<file path="src/dpw_map.svh">
// register offsets, reset values and timing constants of the dual process-data watchdog
`ifndef DPW_MAP_SVH
`define DPW_MAP_SVH

// =====================================================================
// register offsets (byte addresses)
`define DPW_TICK_DIVIDER_OFS     12'h400
`define DPW_LOCAL_COUNT_OFS      12'h410
`define DPW_NETWORK_COUNT_OFS    12'h420
`define DPW_CONTROL_OFS          12'h430
`define DPW_STATUS_OFS           12'h434
`define DPW_IRQ_MASK_OFS         12'h438

// =====================================================================
// reset values
`define DPW_TICK_DIVIDER_RST     16'h09c2
`define DPW_LOCAL_COUNT_RST      16'h03e8
`define DPW_NETWORK_COUNT_RST    16'h03e8
`define DPW_CONTROL_RST          2'h3

// =====================================================================
// field positions
`define DPW_CTL_NET_EN_BIT       0
`define DPW_CTL_LOC_EN_BIT       1
`define DPW_ST_NET_TIMEOUT_BIT   0
`define DPW_ST_LOC_TIMEOUT_BIT   1

// =====================================================================
// timing: base period 40 ns, system clock 8 ns, tick = divider + 2 base periods
`define DPW_BASE_PERIOD_PS       40000
`define DPW_MCLK_PERIOD_PS       8000
`define DPW_BASE_CYCLES          (`DPW_BASE_PERIOD_PS / `DPW_MCLK_PERIOD_PS)
`define DPW_TICK_EXTRA           2

`endif

</file>
<file path="src/dpw_pkg.sv">
// types shared by the dual process-data watchdog
package dpw_pkg;
   typedef logic [15:0] dpw_count_t;
   typedef enum logic [1:0] {
      DPW_IDLE    = 2'b00,
      DPW_RUNNING = 2'b01,
      DPW_EXPIRED = 2'b10
   } dpw_state_e;
endpackage

</file>
<file path="src/dpw_timer.sv">
// one watchdog timer channel counting shared ticks
`timescale 1ns/1ps
`include "dpw_map.svh"

module dpw_timer (
   input  wire logic               mclk,
   input  wire logic               rstn,
   input  wire logic               enable,
   input  wire logic               tick,
   input  wire logic               restart,
   input  wire dpw_pkg::dpw_count_t limit,
   output logic                    expired,
   output logic                    expireEvent
);
   dpw_pkg::dpw_state_e state_q, state_d;
   dpw_pkg::dpw_count_t count_q, count_d;
   logic                event_q, event_d;

   // =====================================================================
   // next state: restart clears, ticks advance, reaching limit expires
   always_comb begin
      state_d = state_q;
      count_d = count_q;
      event_d = 1'b0;
      case (state_q)
         dpw_pkg::DPW_IDLE: begin
            count_d = 16'h0000;
            if (enable && limit != 16'h0000) begin
               state_d = dpw_pkg::DPW_RUNNING;
            end
         end
         dpw_pkg::DPW_RUNNING: begin
            if (!enable || limit == 16'h0000) begin
               state_d = dpw_pkg::DPW_IDLE;   // zero count disables
            end else if (restart) begin
               count_d = 16'h0000;
            end else if (tick) begin
               if (count_q + 16'h0001 >= limit) begin
                  state_d = dpw_pkg::DPW_EXPIRED;
                  event_d = 1'b1;
               end
               count_d = count_q + 16'h0001;
            end
         end
         dpw_pkg::DPW_EXPIRED: begin
            if (!enable || limit == 16'h0000) begin
               state_d = dpw_pkg::DPW_IDLE;
            end else if (restart) begin
               state_d = dpw_pkg::DPW_RUNNING;
               count_d = 16'h0000;
            end
         end
         default: state_d = dpw_pkg::DPW_IDLE;
      endcase
   end

   // registers
   always_ff @(posedge mclk or negedge rstn) begin
      if (!rstn) begin
         state_q <= dpw_pkg::DPW_IDLE;
         count_q <= 16'h0000;
         event_q <= 1'b0;
      end else begin
         state_q <= state_d;
         count_q <= count_d;
         event_q <= event_d;
      end
   end

   assign expired     = (state_q == dpw_pkg::DPW_EXPIRED);
   assign expireEvent = event_q;
endmodule

</file>
<file path="src/dpw_watchdog.sv">
// dual process-data watchdog with shared tick prescaler and apb registers
// Functional notes
// - two independent watchdogs: network traffic and local process interface
// - network watchdog defaults to 100 ms timeout
// - local interface watchdog defaults to 100 ms timeout
// - only a successful network process-data access restarts network watchdog
// - network timeout raises flag and forces the output data to zero
// - network timeout leaves operational state untouched
// - local interface silence beyond its time flags local timeout
// - one shared divider generates the tick for both watchdogs
// - each watchdog has own count; period is count times tick
// - tick lasts divider plus two base periods of 40 ns
// - divider resets to 2498, giving a 100 us tick
// - network count resets to 1000, giving 100 ms
// - divider at 400h, local count 410h, network count 420h
// - network count of zero disables that watchdog entirely
// - counts accept full 16-bit unsigned range
//
// The implementer's own choice: the APB slave port.
`timescale 1ns/1ps
`include "dpw_map.svh"

module dpw_watchdog (
   input  wire logic        mclk,
   input  wire logic        rstn,
   input  wire logic        psel,
   input  wire logic        penable,
   input  wire logic        pwrite,
   input  wire logic [11:0] paddr,
   input  wire logic [31:0] pwdata,
   output logic             pready,
   output logic [31:0]      prdata,
   output logic             pslverr,
   input  wire logic        networkAccessOk,
   input  wire logic        localInterfaceAccess,
   input  wire logic [15:0] outputDataIn,
   input  wire logic        operationalStateIn,
   output logic [15:0]      outputDataOut,
   output logic             operationalStateOut,
   output logic             networkTimeout,
   output logic             localTimeout,
   output logic             irq
);
   // base period divider width: 5 mclk cycles per 40 ns
   localparam int BASE_CYCLES = `DPW_BASE_CYCLES;

   logic [15:0] divider_q, divider_d;
   logic [15:0] localCount_q, localCount_d;
   logic [15:0] netCount_q, netCount_d;
   logic [1:0]  control_q, control_d;
   logic [1:0]  status_q, status_d;
   logic [1:0]  mask_q, mask_d;
   logic [31:0] prdata_q, prdata_d;
   logic        pready_q, pready_d;
   logic        pslverr_q, pslverr_d;
   logic [2:0]  basePre_q, basePre_d;
   logic [16:0] tickCnt_q, tickCnt_d;
   logic        tick_q, tick_d;
   logic [15:0] outData_q, outData_d;
   logic        opState_q, opState_d;
   logic        irq_q, irq_d;
   logic        netTo_q, locTo_q;
   logic        netExpired, locExpired, netEvent, locEvent;
   logic        setup, wrStrobe;

   // decode an address into a known register; used by read and write paths
   function automatic logic known_addr(input logic [11:0] a);
      known_addr = (a == `DPW_TICK_DIVIDER_OFS) || (a == `DPW_LOCAL_COUNT_OFS) ||
                   (a == `DPW_NETWORK_COUNT_OFS) || (a == `DPW_CONTROL_OFS) ||
                   (a == `DPW_STATUS_OFS) || (a == `DPW_IRQ_MASK_OFS);
   endfunction

   // =====================================================================
   // apb slave: one wait state, answer in the second access cycle
   assign setup    = psel && penable && !pready_q;
   assign wrStrobe = setup && pwrite && known_addr(paddr);

   // bus next values; settings hold until software writes them
   always_comb begin
      divider_d    = divider_q;
      localCount_d = localCount_q;
      netCount_d   = netCount_q;
      control_d    = control_q;
      mask_d       = mask_q;
      prdata_d     = prdata_q;
      pready_d     = setup;
      pslverr_d    = setup && !known_addr(paddr);
      if (wrStrobe) begin
         case (paddr)
            `DPW_TICK_DIVIDER_OFS:  divider_d    = pwdata[15:0];
            `DPW_LOCAL_COUNT_OFS:   localCount_d = pwdata[15:0];
            `DPW_NETWORK_COUNT_OFS: netCount_d   = pwdata[15:0];
            `DPW_CONTROL_OFS:       control_d    = pwdata[1:0];
            `DPW_IRQ_MASK_OFS:      mask_d       = pwdata[1:0];
            default:                control_d    = control_q;
         endcase
      end
      if (setup && !pwrite) begin
         case (paddr)
            `DPW_TICK_DIVIDER_OFS:  prdata_d = {16'h0000, divider_q};
            `DPW_LOCAL_COUNT_OFS:   prdata_d = {16'h0000, localCount_q};
            `DPW_NETWORK_COUNT_OFS: prdata_d = {16'h0000, netCount_q};
            `DPW_CONTROL_OFS:       prdata_d = {30'h0, control_q};
            `DPW_STATUS_OFS:        prdata_d = {30'h0, status_q};
            `DPW_IRQ_MASK_OFS:      prdata_d = {30'h0, mask_q};
            default:                prdata_d = 32'h0000_0000;
         endcase
      end
   end

   // sticky status: hardware set wins over write-one-to-clear
   always_comb begin
      status_d = status_q;
      if (wrStrobe && paddr == `DPW_STATUS_OFS) begin
         status_d = status_q & ~pwdata[1:0];
      end
      if (netEvent) begin
         status_d[`DPW_ST_NET_TIMEOUT_BIT] = 1'b1;
      end
      if (locEvent) begin
         status_d[`DPW_ST_LOC_TIMEOUT_BIT] = 1'b1;
      end
      irq_d = |(status_d & mask_q);
   end

   // =====================================================================
   // shared prescaler: base 40 ns strobe, tick every divider+2 strobes
   always_comb begin
      tick_d    = 1'b0;
      tickCnt_d = tickCnt_q;
      basePre_d = basePre_q + 3'h1;
      if (basePre_q == 3'(BASE_CYCLES - 1)) begin
         basePre_d = 3'h0;
         if (tickCnt_q + 17'h00001 >= {1'b0, divider_q} + 17'd`DPW_TICK_EXTRA) begin
            tickCnt_d = 17'h00000;
            tick_d    = 1'b1;
         end else begin
            tickCnt_d = tickCnt_q + 17'h00001;
         end
      end
   end

   // =====================================================================
   // output gating: zeroed while network watchdog expired, state passes through
   always_comb begin
      outData_d = netExpired ? 16'h0000 : outputDataIn;
      opState_d = operationalStateIn;
   end

   // all registers of the top level
   always_ff @(posedge mclk or negedge rstn) begin
      if (!rstn) begin
         divider_q    <= `DPW_TICK_DIVIDER_RST;
         localCount_q <= `DPW_LOCAL_COUNT_RST;
         netCount_q   <= `DPW_NETWORK_COUNT_RST;
         control_q    <= `DPW_CONTROL_RST;
         status_q     <= 2'h0;
         mask_q       <= 2'h0;
         prdata_q     <= 32'h0000_0000;
         pready_q     <= 1'b0;
         pslverr_q    <= 1'b0;
         basePre_q    <= 3'h0;
         tickCnt_q    <= 17'h00000;
         tick_q       <= 1'b0;
         outData_q    <= 16'h0000;
         opState_q    <= 1'b0;
         irq_q        <= 1'b0;
         netTo_q      <= 1'b0;
         locTo_q      <= 1'b0;
      end else begin
         divider_q    <= divider_d;
         localCount_q <= localCount_d;
         netCount_q   <= netCount_d;
         control_q    <= control_d;
         status_q     <= status_d;
         mask_q       <= mask_d;
         prdata_q     <= prdata_d;
         pready_q     <= pready_d;
         pslverr_q    <= pslverr_d;
         basePre_q    <= basePre_d;
         tickCnt_q    <= tickCnt_d;
         tick_q       <= tick_d;
         outData_q    <= outData_d;
         opState_q    <= opState_d;
         irq_q        <= irq_d;
         netTo_q      <= netExpired;
         locTo_q      <= locExpired;
      end
   end

   // =====================================================================
   // two independent channels sharing one tick
   dpw_timer networkTimer (
      .mclk        (mclk),
      .rstn        (rstn),
      .enable      (control_q[`DPW_CTL_NET_EN_BIT]),
      .tick        (tick_q),
      .restart     (networkAccessOk),
      .limit       (netCount_q),
      .expired     (netExpired),
      .expireEvent (netEvent)
   );

   dpw_timer localTimer (
      .mclk        (mclk),
      .rstn        (rstn),
      .enable      (control_q[`DPW_CTL_LOC_EN_BIT]),
      .tick        (tick_q),
      .restart     (localInterfaceAccess),
      .limit       (localCount_q),
      .expired     (locExpired),
      .expireEvent (locEvent)
   );

   // outputs straight from their flip-flops
   assign pready              = pready_q;
   assign prdata              = prdata_q;
   assign pslverr             = pslverr_q;
   assign outputDataOut       = outData_q;
   assign operationalStateOut = opState_q;
   assign networkTimeout      = netTo_q;
   assign localTimeout        = locTo_q;
   assign irq                 = irq_q;
endmodule

</file>
<file path="config.mk">
export PLATFORM = sky130hd
export DESIGN_NAME = dpw_watchdog
export DESIGN_NICKNAME = d
export VERILOG_FILES = /design/src/dpw_pkg.sv /design/src/dpw_timer.sv /design/src/dpw_watchdog.sv
export VERILOG_INCLUDE_DIRS = /design/src
export SDC_FILE = /design/constraint.sdc
export NUM_CORES = 1
export LEC_CHECK = 0
export BUFFER_PORTS_ARGS = -buffer_cell sky130_fd_sc_hd__buf_2
export CAP_MARGIN = 0
export CORE_AREA = 2 2 123 125
export CTS_BUF_LIST = sky130_fd_sc_hd__clkbuf_8
export DETAILED_ROUTE_END_ITERATION = 7
export DIE_AREA = 0 0 125 127
export GPL_TIMING_DRIVEN = 1
export PLACE_DENSITY = 0.84
export SYNTH_ARGS = -nofsm -noshare
export SYNTH_HDL_FRONTEND = slang
export SYNTH_SLANG_ARGS = --single-unit
</file>
<file path="constraint.sdc">
create_clock -name mclk -period 4.1 [get_ports mclk]
set_input_delay 1.23 -clock mclk [delete_from_list [all_inputs] [get_ports mclk]]
set_output_delay 1.23 -clock mclk [all_outputs]
set_load 0.01 [all_outputs]
</file>
==> flow_metrics.tcl <==
set metrics [dict create \
    status "complete, no violations" \
    yosysUniqueCellTypes 65 \
    grt_first_pass_wirelength_mm 31.7 \
    row_count 44 \
    route.detailed.drc 0 \
    netlist_area_sq_um 8510 \
    worst-r2r-setup-slack_ns 0.48 \
    critPathMaxStageDelay_ns 0.54 \
    wl_per_cell_microns 17.3 \
    worst_slew_pin_slew_ns 0.953 \
    worst-endpoint-required_ns 4.45 \
    max-slew-margin-rel_pct 36.2 \
    fill_cells 1155 \
    cts_buffer_depth 2 \
    worstHoldEndpoint "status_q[0]$_DFF_PN0_" \
    synthCells 821 \
    holdCritPathClass "reg2reg" \
    routed_wl_mm 19.2 \
    endpoint_kind "flip-flop" \
    ys_seq_area_share_pct 44.7 \
    core_sq_um 14400 \
    finalSetupTns_ns 0 \
    postRouteAntennaNets 0 \
    ys_seq_elements 151 \
    dieArea_sq_um 15900 \
    fmax_ghz 0.276 \
    port_buffers 89 \
    rsz0062_at_grt "no" \
    synth_top_cell_by_area "dfrtp_1" \
    io_pins 122 \
    synth_edf_count 0 \
    clock_latency_ns 0.46 \
    min_period_ns 3.62 \
    cts-root-buf "clkbuf_8" \
    final_cell_count_no_fill 1108 \
    rr_worst_depth 13 \
    crit_top_cell "ha_1" \
    grt_pass1_vias 6517 \
    hold_violations 0 \
    synth_top_area_share_pct 38.8 \
    cts_made_buffers 17 \
    grt_max_degree 79 \
    drive_gt1_share_pct 23.2 \
    num_antenna_cells 0 \
    area_growth_pct 12.2 \
    path_clk_slew_ns 0.08 \
    htreeDepth 4 \
    yosys_warnings 0 \
    tritoncts "yes" \
    p_leak_nw 4.56 \
    setup_viol 0 \
    vias 6549 \
    total_power_mw 2.98 \
    ctsResizeCount 0 \
    vias_per_cell 5.91 \
    synth_ff_type "dfrtp_1" \
    cp.arrival_ns 3.97 \
    r2r_end "tickCnt_q[0]$_DFFE_PN0N_" \
    clock_skew_ns 0.00803 \
    fin_nets 1034 \
    hold_path_depth 1 \
    dp_hpwl_mm 14.0 \
    fp.dieH_microns 127 \
    path_cells "ha_1, nand2_1, or2_2, or3_1, xnor2_1, ha_1, nand4_1, nor2_1, o221ai_1, a31oi_1, nor3_1, buf_4, mux2_2" \
    initialDrtViolationCount 420 \
    dp.cells 1076 \
    overflow 0 \
    avgSynthCellArea_sq_um 10.4 \
    track_usage_pct 25.0 \
    cts_setup_buffers 0 \
    antenna_found_initial 1 \
    cts_hold_buf 0 \
    hold_start "networkTimer.expireEvent$_DFF_PN0_" \
    drt_first_pass_iters 5 \
    crit_fanout 6 \
    fin_util_pct 66.2 \
    ys_async_sr_fraction_pct 100 \
    p_per_area_nw_per_um2 312 \
    start_kind "flip-flop" \
    start_util_pct 59.0 \
    dieWidth_microns 125 \
    finalCritPeriodShare_pct 88.3 \
    rr_startpoint "tickCnt_q[0]$_DFFE_PN0N_" \
    drv_slew 0 \
    synth_area_leaders "dfrtp_1 39%, ha_1 8.1%, dfstp_2 5.9%, mux2_2 5.4%, xnor2_1 3.7%" \
    crit_slowest_cell "a31oi_1" \
    gp_routability_congestion 0.867 \
    cap_viol_max_count 0 \
    critical_path_class "reg2reg" \
    ir_drop_v 0.000243 \
    cts_sinks 151 \
]
-- layout by cell type (no fill, tap or decap), types with 6 or more instances in the layout --
cell type    n
conb_1      16
nand4_1     18
mux2_2      41
clkbuf_8    18
inv_1       47
nand2_1     38
ha_1        55
nand2b_1    10
dfstp_2     19
buf_4       12
o21ai_0     27
xor2_1      25
nor2b_1      7
a222oi_1     8
a22o_1      21
a31oi_1      8
xnor2_1     36
dfrtp_1    132
a21oi_1     31
o31ai_1      9
and3_1       8
or3_1        6
and2_1      23
a22oi_1      8
buf_2       88
nor3_1      11
nand3_1     33
mux2_4      10
or4_1        9
nor4_1       6
nor2_1      63
a21o_1      15
-- per-stage QoR --
step                      setup WS [ns]  hold slack, ns  instance area, sq um
after detailed placement          0.407           0.450                  9110
final                             0.478           0.467                  9540
after CTS                         0.517           0.472                  9540
after floorplan                   0.539           0.424                  8570
after global placement            0.429           0.447                  9110
after global routing              0.273           0.501                  9540
-- cells in the mapped netlist, drive strengths merged, types with 19 or more instances --
| cell | number |
|---|---|
| ha | 55 |
| dfstp | 19 |
| a21oi | 31 |
| nand2 | 38 |
| o21ai | 28 |
| a22o | 21 |
| xor2 | 25 |
| dfrtp | 132 |
| nor2 | 64 |
| inv | 45 |
| buf | 25 |
| clkbuf | 21 |
| nand3 | 34 |
| and2 | 23 |
| mux2 | 53 |
| xnor2 | 36 |
-- critical path, delay by kind of cell, from the launching register on --
family	cells	cell delay, ns
xor+xnor	1	0.18
mux	1	0.26
flops	1	0.42
compound gates	2	0.71
fa+ha+maj	2	0.56
buf+inv	1	0.19
simple gates	6	1.19
-- layer usage --
| metal | track usage (%) | share of wire, % | vias up |
|---|---|---|---|
| met2 | 40.3 | 49 | 180 |
| met4 | 11.2 | 2.8 | 2 |
| li1 | - | - | 3107 |
| met1 | 33.1 | 43 | 3211 |
| met3 | 4.77 | 5.4 | 49 |
| met5 | 0 | 0.068 | - |
-- worst max-delay path by stage --
stage                        startpoint                          to  slack [ns]  depth (start not counted)
3_5_place_dp                  paddr[11]  netCount_q[14]$_DFFE_PN0P_        0.41                          5
4_1_cts        tickCnt_q[0]$_DFFE_PN0N_    tickCnt_q[0]$_DFFE_PN0N_        0.52                         13
3_3_place_gp                  paddr[11]  netCount_q[15]$_DFFE_PN0P_        0.43                          5
5_1_grt        tickCnt_q[0]$_DFFE_PN0N_    tickCnt_q[9]$_DFFE_PN0N_        0.27                         12
6_report       tickCnt_q[0]$_DFFE_PN0N_    tickCnt_q[0]$_DFFE_PN0N_        0.48                         13
2_1_floorplan                 paddr[11]  netCount_q[10]$_DFFE_PN0P_        0.54                          8
-- sequential cells by signal, indices dropped and copies added, names as in the netlist, 2 cells and up --
name / cells
localTimer.state_q: 2
netCount_q: 16
divider_q: 16
localTimer.count_q: 16
basePre_q: 3
networkTimer.state_q: 2
control_q: 2
outputDataOut: 16
status_q: 2
tickCnt_q: 17
networkTimer.count_q: 16
prdata: 16
localCount_q: 16
mask_q: 2
-- power breakdown --
part | switching (mW) | internal [mW]
clock network | 0.569 | 0.675
registers | 0.0221 | 1.53
logic | 0.112 | 0.0705
total | 0.703 | 2.27
-- area by class of cell --
class                   count  area [sq um]  share of cell area (%)
multi-input cells         594          4350                    45.6
flip-flops and latches    151          3800                    39.8
clock inverters            14           183                    1.91
repair buffers            102           562                    5.89
clock buffers              18           248                    2.60
well taps                 184           230                    2.41
inverters                  45           169                    1.77
-- kinds of logic (layout without fill, tap and decap cells) --
group	count (synthesis)	after routing	synth area share, %
buffers and inverters	91	179	5.01
flip-flops	151	151	44.7
adder cells (fa/ha/maj)	56	56	8.20
AO/OA/AOI/OAI	158	158	13.0
XOR/XNOR	61	61	6.28
multiplexers	54	54	7.57
other	1	16	0.0441
AND/OR/NAND/NOR	249	249	15.2
Power figures use the tool's default switching activity.
